File: src/shared/arzc_pkg.sv
// Package for the reclose sequencer with zone coordination.
// Assumes a 125 MHz core clock; timer settings arrive in milliseconds.
package arzc_pkg;
  localparam int unsigned CLK_HZ        = 125_000_000;
  localparam int unsigned MS_CYCLES     = CLK_HZ / 1000;
  localparam int unsigned BRK_SUP_MS    = 200;
  localparam int unsigned TMR_W         = 16;
  localparam int unsigned SHOT_W        = 3;
  localparam int unsigned MAX_SHOTS     = 6;
  localparam int unsigned MS_CNT_W      = 17;
  localparam logic [MS_CNT_W-1:0] MS_LAST = MS_CNT_W'(MS_CYCLES - 1);
  localparam logic [TMR_W-1:0] BRK_SUP_T  = TMR_W'(BRK_SUP_MS);
  localparam logic [SHOT_W-1:0] SHOT_ZERO = 3'h0;
  localparam logic [SHOT_W-1:0] SHOT_ONE  = 3'h1;
  localparam logic [TMR_W-1:0] TMR_ZERO   = 16'h0000;
  localparam logic [TMR_W-1:0] TMR_ONE    = 16'h0001;

  typedef enum logic [3:0] {
    ARZC_STANDBY  = 4'h0,
    ARZC_MC_BLOCK = 4'h1,
    ARZC_READY    = 4'h2,
    ARZC_RUNNING  = 4'h3,
    ARZC_WAIT_OPEN= 4'h4,
    ARZC_DEAD     = 4'h5,
    ARZC_RECLOSE  = 4'h6,
    ARZC_RUN2RDY  = 4'h7,
    ARZC_LOCKOUT  = 4'h8
  } arzc_state_t;
endpackage : arzc_pkg

File: src/shared/arzc_tmr_if.sv
// Interface between the sequencer and its millisecond timer.
// Assumes both ends on core_clk.
`timescale 1ns/10ps
`default_nettype none
interface arzc_tmr_if;
  import arzc_pkg::*;
  logic             start;
  logic [TMR_W-1:0] load_ms;
  logic             running;
  logic             expired;
  modport ctl (output start, output load_ms, input running, input expired);
  modport tmr (input start, input load_ms, output running, output expired);
endinterface : arzc_tmr_if
`default_nettype wire

File: src/arzc_ms_timer.sv
// Millisecond down-counter; start reloads, expired pulses one cycle at end.
// Assumes start comes from core_clk logic; a zero load expires after one tick.
`timescale 1ns/10ps
`default_nettype none
module arzc_ms_timer #(
  parameter int unsigned TICK_CYC = arzc_pkg::MS_CYCLES
) (
  input  wire logic core_clk,
  input  wire logic nrst,
  arzc_tmr_if.tmr   t
);
  import arzc_pkg::*;
  // Prescaler width limits the tick to 2**MS_CNT_W cycles
  localparam logic [MS_CNT_W-1:0] PRE_LAST = MS_CNT_W'(TICK_CYC - 1);
  logic [MS_CNT_W-1:0] pre_ff,  nxt_pre;
  logic [TMR_W-1:0]    cnt_ff,  nxt_cnt;
  logic                run_ff,  nxt_run;
  logic                exp_ff,  nxt_exp;

  always_comb begin
    nxt_pre = pre_ff;
    nxt_cnt = cnt_ff;
    nxt_run = run_ff;
    nxt_exp = 1'b0;
    if (t.start) begin
      nxt_pre = PRE_LAST;
      nxt_cnt = t.load_ms;
      nxt_run = 1'b1;
    end else if (run_ff) begin
      if (pre_ff != '0) begin
        nxt_pre = pre_ff - 1'b1;
      end else begin
        nxt_pre = PRE_LAST;
        if (cnt_ff <= TMR_ONE) begin
          nxt_cnt = TMR_ZERO;
          nxt_run = 1'b0;
          nxt_exp = 1'b1;
        end else begin
          nxt_cnt = cnt_ff - TMR_ONE;
        end
      end
    end
  end

  always_ff @(posedge core_clk) begin
    if (!nrst) begin
      pre_ff <= '0;
      cnt_ff <= TMR_ZERO;
      run_ff <= 1'b0;
      exp_ff <= 1'b0;
    end else begin
      pre_ff <= nxt_pre;
      cnt_ff <= nxt_cnt;
      run_ff <= nxt_run;
      exp_ff <= nxt_exp;
    end
  end

  assign t.running = run_ff;
  assign t.expired = exp_ff;
endmodule : arzc_ms_timer
`default_nettype wire

File: src/arzc_seq.sv
// Reclose sequencer with manual-close blocking and zone coordination.
// Assumes breaker and protection inputs come from pins (synchronised here).
// What this block does
// - Trip during manual-close blocking opens breaker at once; blocking timer keeps running.
// - At blocking timer end, breaker open means standby, never lockout.
// - Zone coordination enable selects a virtual cycle following a downstream recloser.
// - Zone coordination uses the same shot count, dead times, initiates and timers.
// - In zone coordination the dead timer starts without a local breaker trip.
// - In zone coordination the dead timer starts on overcurrent pickup dropout.
// - Zone coordination dead end increments shot, starts run-to-ready, no close command.
// - Shot number output selects thresholds and curves for renewed pickup.
// - Transient fault in zone coordination resets normally after run-to-ready expiry.
// - Manual close from standby starts blocking timer; ready only if still closed.
// - After trip, breaker must open within 200 ms before dead timer starts.
// - Normal reclosing increments shot counter in the same cycle as the close command.
// - No fault during run-to-ready sets success flag; returns to ready if breaker closed, else standby.
`timescale 1ns/10ps
`default_nettype none
module arzc_seq #(
  parameter int unsigned TICK_CYC = arzc_pkg::MS_CYCLES
) (
  input  wire logic                           core_clk,
  input  wire logic                           nrst,
  input  wire logic                           enable,
  input  wire logic                           zone_coord_en,
  input  wire logic                           cb_closed,
  input  wire logic                           prot_pickup,
  input  wire logic                           prot_trip,
  input  wire logic                           lockout_reset,
  input  wire logic [arzc_pkg::SHOT_W-1:0]    max_shots,
  input  wire logic [arzc_pkg::TMR_W-1:0]     mc_block_ms,
  input  wire logic [arzc_pkg::TMR_W-1:0]     dead_ms [arzc_pkg::MAX_SHOTS],
  input  wire logic [arzc_pkg::TMR_W-1:0]     fault_ms,
  input  wire logic [arzc_pkg::TMR_W-1:0]     close_sup_ms,
  input  wire logic [arzc_pkg::TMR_W-1:0]     run2rdy_ms,
  output var  logic                           trip_cmd,
  output var  logic                           close_cmd,
  output var  logic [arzc_pkg::SHOT_W-1:0]    shot_num,
  output var  logic [3:0]                     seq_state,
  output var  logic                           success,
  output var  logic                           failed,
  output var  logic                           lockout
);
  import arzc_pkg::*;

  // Two-flop synchronisers for pin inputs
  logic [3:0] s1_ff, s2_ff;
  always_ff @(posedge core_clk) begin
    if (!nrst) begin
      s1_ff <= 4'h0;
      s2_ff <= 4'h0;
    end else begin
      s1_ff <= {lockout_reset, prot_trip, prot_pickup, cb_closed};
      s2_ff <= s1_ff;
    end
  end
  wire logic closed  = s2_ff[0];
  wire logic pickup  = s2_ff[1];
  wire logic trip    = s2_ff[2];
  wire logic lo_rst  = s2_ff[3];

  // Blocking timer is its own instance so trips never disturb it
  arzc_tmr_if mc_t ();
  arzc_tmr_if sq_t ();
  arzc_ms_timer #(.TICK_CYC(TICK_CYC)) u_mc (.core_clk(core_clk), .nrst(nrst), .t(mc_t.tmr));
  arzc_ms_timer #(.TICK_CYC(TICK_CYC)) u_sq (.core_clk(core_clk), .nrst(nrst), .t(sq_t.tmr));

  function automatic logic [TMR_W-1:0] dead_for(input logic [SHOT_W-1:0] s);
    dead_for = (s < SHOT_W'(MAX_SHOTS)) ? dead_ms[s] : dead_ms[MAX_SHOTS-1];
  endfunction : dead_for

  arzc_state_t      st_ff, nxt_st;
  logic [SHOT_W-1:0] shot_ff, nxt_shot;
  logic             trip_ff, nxt_trip;
  logic             close_ff, nxt_close;
  logic             succ_ff, nxt_succ;
  logic             fail_ff, nxt_fail;
  logic             lock_ff, nxt_lock;
  logic             pick_d_ff;
  logic             mc_start, sq_start;
  logic [TMR_W-1:0] sq_load;

  wire logic pick_drop = pick_d_ff & ~pickup;

  always_comb begin
    nxt_st    = st_ff;
    nxt_shot  = shot_ff;
    nxt_trip  = trip;
    nxt_close = 1'b0;
    nxt_succ  = succ_ff;
    nxt_fail  = fail_ff;
    mc_start  = 1'b0;
    sq_start  = 1'b0;
    sq_load   = fault_ms;
    unique case (st_ff)
      ARZC_STANDBY: begin
        if (enable && closed) begin
          mc_start = 1'b1;
          nxt_st   = ARZC_MC_BLOCK;
        end
      end
      ARZC_MC_BLOCK: begin
        // Trips are not looked at here: the timer runs on regardless
        if (mc_t.expired) begin
          nxt_st = closed ? ARZC_READY : ARZC_STANDBY;
        end
      end
      ARZC_READY: begin
        if (!closed) begin
          nxt_st = ARZC_STANDBY;
        end else if (pickup || trip) begin
          sq_start = 1'b1;
          nxt_succ = 1'b0;
          nxt_fail = 1'b0;
          nxt_st   = ARZC_RUNNING;
        end
      end
      ARZC_RUNNING: begin
        if (zone_coord_en && pick_drop && !trip) begin
          sq_start = 1'b1;
          sq_load  = dead_for(shot_ff);
          nxt_st   = ARZC_DEAD;
        end else if (trip) begin
          sq_start = 1'b1;
          sq_load  = BRK_SUP_T;
          nxt_st   = ARZC_WAIT_OPEN;
        end else if (sq_t.expired) begin
          nxt_fail = 1'b1;
          nxt_shot = SHOT_ZERO;
          nxt_st   = ARZC_LOCKOUT;
        end
      end
      ARZC_WAIT_OPEN: begin
        if (!closed) begin
          sq_start = 1'b1;
          sq_load  = dead_for(shot_ff);
          nxt_st   = ARZC_DEAD;
        end else if (sq_t.expired) begin
          nxt_fail = 1'b1;
          nxt_shot = SHOT_ZERO;
          nxt_st   = ARZC_LOCKOUT;
        end
      end
      ARZC_DEAD: begin
        if (sq_t.expired) begin
          nxt_shot = shot_ff + SHOT_ONE;
          sq_start = 1'b1;
          if (zone_coord_en) begin
            sq_load = run2rdy_ms;
            nxt_st  = ARZC_RUN2RDY;
          end else if (!closed && !pickup && !trip) begin
            sq_load   = close_sup_ms;
            nxt_close = 1'b1;
            nxt_st    = ARZC_RECLOSE;
          end else begin
            nxt_fail = 1'b1;
            nxt_shot = SHOT_ZERO;
            nxt_st   = ARZC_LOCKOUT;
          end
        end
      end
      ARZC_RECLOSE: begin
        nxt_close = ~closed;
        if (closed) begin
          sq_start  = 1'b1;
          sq_load   = run2rdy_ms;
          nxt_close = 1'b0;
          nxt_st    = ARZC_RUN2RDY;
        end else if (sq_t.expired) begin
          nxt_close = 1'b0;
          nxt_fail  = 1'b1;
          nxt_shot  = SHOT_ZERO;
          nxt_st    = ARZC_LOCKOUT;
        end
      end
      ARZC_RUN2RDY: begin
        if (pickup || trip) begin
          if (shot_ff >= max_shots) begin
            nxt_fail = 1'b1;
            nxt_shot = SHOT_ZERO;
            nxt_st   = ARZC_LOCKOUT;
          end else begin
            sq_start = 1'b1;
            sq_load  = fault_ms;
            nxt_st   = ARZC_RUNNING;
          end
        end else if (sq_t.expired) begin
          nxt_succ = 1'b1;
          nxt_shot = SHOT_ZERO;
          nxt_st   = closed ? ARZC_READY : ARZC_STANDBY;
        end
      end
      ARZC_LOCKOUT: begin
        if (lo_rst) begin
          nxt_st = closed ? ARZC_READY : ARZC_STANDBY;
        end
      end
      default: begin
        nxt_shot = SHOT_ZERO;
        nxt_st   = ARZC_STANDBY;
      end
    endcase
    if (!enable) begin
      nxt_st    = ARZC_STANDBY;
      nxt_shot  = SHOT_ZERO;
      nxt_close = 1'b0;
    end
    // Registered copy so the flag comes straight from a flop
    nxt_lock = (nxt_st == ARZC_LOCKOUT);
  end

  assign mc_t.start   = mc_start;
  assign mc_t.load_ms = mc_block_ms;
  assign sq_t.start   = sq_start;
  assign sq_t.load_ms = sq_load;

  always_ff @(posedge core_clk) begin
    if (!nrst) begin
      st_ff     <= ARZC_STANDBY;
      shot_ff   <= SHOT_ZERO;
      trip_ff   <= 1'b0;
      close_ff  <= 1'b0;
      succ_ff   <= 1'b0;
      fail_ff   <= 1'b0;
      lock_ff   <= 1'b0;
      pick_d_ff <= 1'b0;
    end else begin
      st_ff     <= nxt_st;
      shot_ff   <= nxt_shot;
      trip_ff   <= nxt_trip;
      close_ff  <= nxt_close;
      succ_ff   <= nxt_succ;
      fail_ff   <= nxt_fail;
      lock_ff   <= nxt_lock;
      pick_d_ff <= pickup;
    end
  end

  assign trip_cmd  = trip_ff;
  assign close_cmd = close_ff;
  assign shot_num  = shot_ff;
  assign seq_state = st_ff;
  assign success   = succ_ff;
  assign failed    = fail_ff;
  assign lockout   = lock_ff;
endmodule : arzc_seq
`default_nettype wire

File: config.mk
export PLATFORM = sky130hd
export DESIGN_NAME = arzc_seq
export DESIGN_NICKNAME = d
export VERILOG_FILES = /design/src/shared/arzc_pkg.sv /design/src/shared/arzc_tmr_if.sv /design/src/arzc_ms_timer.sv /design/src/arzc_seq.sv
export SDC_FILE = /design/constraint.sdc
export NUM_CORES = 1
export LEC_CHECK = 0
export BUFFER_PORTS_ARGS = -buffer_cell sky130_fd_sc_hd__buf_2
export CORE_AREA = 2 2 166 127
export DETAILED_ROUTE_END_ITERATION = 10
export DIE_AREA = 0 0 168 129
export PLACE_DENSITY = 0.6
export SLEW_MARGIN = 40
export SYNTH_ARGS = -nofsm -noshare
export SYNTH_HDL_FRONTEND = slang
export SYNTH_SLANG_ARGS = --single-unit
File: constraint.sdc
create_clock -name core_clk -period 3.8 [get_ports core_clk]
set_clock_uncertainty 0.05 [all_clocks]
set_input_delay 0 -clock core_clk [delete_from_list [all_inputs] [get_ports core_clk]]
set_output_delay 0 -clock core_clk [all_outputs]
set_load 0.1 [all_outputs]
==> flow_metrics.py <==
metrics = {
    "pwr": {
        "p_clk_share_pct": 39.9,
        "power_switching_uw": 633,
        "p_per_area_nw_per_um2": 289,
        "leakage_nw": 3.24,
        "p_int_mw": 1.71,
        "seq_power_share_pct": 43.0,
        "ir_worst_vdd_v": 0.000263,
        "p_sw_share_pct": 27.0,
        "power_frac_comb_pct": 17.1,
    },
    "clock_tree": {
        "cts_root_buf": "clkbuf_16",
        "clockBufferDepth": 2,
        "clkTransAtPathRegs_ns": 0.07,
        "insertion_delay_ns": 0.34,
        "cts_resized": 0,
        "numCtsBuffers": 9,
        "post_cts_buffers": 0,
        "cts_tree": "yes",
        "h-tree-depth": 3,
        "cts_num_sinks": 91,
        "holdBufCountCts": 29,
    },
    "route": {
        "drtAntennaViolNets": 0,
        "drtIter0Drc": 883,
        "dr_total_vias": 7238,
        "viasPerCell": 5.65,
        "wl_per_cell_um": 17.3,
        "drc": 0,
        "wl_mm": 22.2,
        "dr.pass1.iters": 6,
    },
    "run_status": {
        "outcome": "finished, final reports clean",
    },
    "min_path": {
        "worstHoldPathType": "primary input to register",
        "min_from": "nrst",
    },
    "logic_synthesis": {
        "synthCells": 836,
        "syn_avg_cell_area_um2": 7.60,
        "syn_area_um2": 6350,
        "synthArstFlopShare_pct": 0,
        "ys_top_cells_by_area": "dfxtp_1 29%, a21oi_1 4.9%, nor2_1 4.5%",
        "ys_warn_count": 0,
        "synth_edf_count": 0,
        "synthFlopType": "dfxtp_1",
        "ys_ff_latch": 91,
        "synth_top_area_share_pct": 28.7,
        "yosys.area.top_type": "dfxtp_1",
        "ys_types": 77,
        "ys_seq_area_share_pct": 28.7,
        "synth_nets": 1017,
    },
    "floorplan": {
        "initial_core_util_pct": 31.8,
        "core_um2": 20000,
        "die_w_um": 168,
        "top_level_ports": 183,
        "dieArea_um2": 21700,
        "rows": 45,
        "fp.dieH_um": 129,
    },
    "sta": {
        "worst_slew_pin_slew_ns": 0.718,
        "slew_headroom_pct": 52.1,
        "hold_ws_ns": 0.0160,
        "max_freq_ghz": 0.323,
        "setup_violations": 0,
        "min_period_over_period_pct": 81.4,
        "setup_tns_ns": 0,
        "slew_violations": 0,
        "period_minus_slack_ns": 3.09,
        "rsz0062_at_grt": "no",
        "hold_viol_final": 0,
    },
    "cells_and_area": {
        "final_layout_size_suffix_gt1_share_pct": 23.3,
        "area_growth_pct": 27.6,
        "n_antenna_cell": 0,
        "nets": 1199,
        "nFillCells": 2076,
    },
    "global_routing": {
        "grt_pass1_vias": 6594,
        "grt.busiest_layer": "met1",
        "grt_use_met1_pct": 31.3,
        "overflow": 0,
        "antenna_found_initial": 0,
        "grtUsageMet2_pct": 29.3,
        "grt.total_usage_pct": 20.4,
        "grt_max_degree": 48,
        "grt_pass1_wl_mm": 35.5,
        "gr-usage-met3_pct": 4.09,
    },
    "critical_path": {
        "worstSetupStartpointType": "register",
        "critPathRequiredTime_ns": 3.97,
        "max_stage_delay_ns": 0.78,
        "worst_setup_path_end_kind": "register",
        "critical-path-top-delay-family": "simple AND/OR/NAND/NOR gates",
        "crit_path_top_delay_cell": "dfxtp_1",
        "r2r_slack_ns": 0.71,
        "crit_chain": "and4bb_2 > o21ai_0 > o311a_1 > or2_2 > a221oi_1 > dlygate4sd3_1 > o22ai_1",
        "worstPathMaxFanout": 22,
        "crit_type": "register to register",
        "arrival_ns": 3.27,
        "crit_start": "seq_state[1]$_SDFF_PN0_",
        "path_buf_inv": 1,
        "worstReg2RegStart": "seq_state[1]$_SDFF_PN0_",
    },
    "placed_design": {
        "io_buffer_count": 182,
        "hpwl_mm": 16.8,
        "gp_congestion": 0.944,
    },
    "job": {
        "maxCapViolCount": 0,
    },
}
[through the flow]
| stage | setup WS [ns] | utilization (%) | std cells | power, mW | instance area [um2] |
|---|---|---|---|---|---|
| floorplan | 0.233 | - | 836 | 1.24 | 6350 |
| global placement | 0.896 | 37.5 | 1236 | 1.40 | 7500 |
| detailed placement | 0.772 | 37.5 | 1236 | 1.40 | 7500 |
| CTS | 0.516 | 40.5 | 1281 | 2.36 | 8100 |
| global route | 0.547 | 40.5 | 1281 | 2.45 | 8100 |
| finish | 0.708 | 40.5 | 1281 | 2.34 | 8100 |
[synth_stat cells, drive strengths merged (11+ instances only)]
library cell and number:
nand2 74, nor4 22, o22ai 21, and2 17
or4 17, nand4 11, o211ai 12, xnor2 18
nand3 25, xor2 11, nor2 78, a31oi 22
clkbuf 47, a21oi 62, mux2i 21, inv 23
o21ai 45, dfxtp 91, nor3 33
[flip-flops by register name, indices dropped and copies added (netlist names), 3 cells and up]
register	cells
shot_num	3
u_mc.cnt_ff	16
seq_state	4
s1_ff	4
s2_ff	4
u_sq.pre_ff	17
u_mc.pre_ff	17
u_sq.cnt_ff	16
[kinds of logic (layout without fill, tap and decap cells)]
| logic type | Yosys count | after routing | synth area share (%) |
|---|---|---|---|
| simple gates | 326 | 326 | 26.4 |
| flops | 91 | 91 | 28.7 |
| fa+ha+maj | 10 | 10 | 1.97 |
| mux | 28 | 28 | 5.26 |
| xor+xnor | 29 | 29 | 4.00 |
| compound gates | 271 | 271 | 28.8 |
| buf+inv | 81 | 268 | 4.89 |
[final timing paths]
kind,end,cells past startpoint
max,u_sq.cnt_ff[10]$_SDFFE_PN0P_,7
min,shot_num[0]$_SDFFE_PN0P_,3
max reg2reg,u_sq.cnt_ff[10]$_SDFFE_PN0P_,7
min reg2reg,s2_ff[3]$_SDFF_PN0_,1
[routing by layer]
layer	up-vias	routed length, um
met1	3350	11000
met5	-	0
met3	18	1830
li1	3552	-
met2	318	9180
met4	0	199
[power by group through the flow]
stage,Sequential (mW),Combinational [mW],Clock (mW)
6_report,1.01,0.400,0.935
5_1_grt,1.01,0.441,0.994
4_1_cts,1.01,0.395,0.956
3_5_place_dp,1.03,0.370,0
3_3_place_gp,1.03,0.370,0
2_1_floorplan,1.02,0.223,0
[cell usage in the layout (no fill, tap or decap), types with 22 or more instances in the layout]
master | netlist | layout
nand2_1 | 74 | 74
buf_2 | 5 | 182
nor2_1 | 76 | 76
o21ai_0 | 45 | 45
inv_1 | 23 | 23
a21oi_1 | 62 | 62
nand3_1 | 25 | 25
a31oi_1 | 22 | 22
dfxtp_1 | 91 | 90
dlygate4sd3_1 | 0 | 29
nor3_1 | 32 | 32
[worst reg2reg max path, stage by stage, from the launching register on]
cell and delay [ns]:
dfxtp_1 0.78, and4bb_2 0.41, o21ai_0 0.14, o311a_1 0.23
or2_2 0.42, a221oi_1 0.30, dlygate4sd3_1 0.59, o22ai_1 0.07
[layout make-up]
cell class	count	area [um2]	area share (%)
Clock inverter	5	61.3	0.757
Inverter	24	90.1	1.11
Timing Repair Buffer	228	1330	16.4
Tap cell	258	323	3.98
Multi-Input combinational cell	664	4220	52.1
Sequential cell	91	1820	22.5
Clock buffer	11	253	3.12
Note: power is estimated with default switching activity, not from simulation.
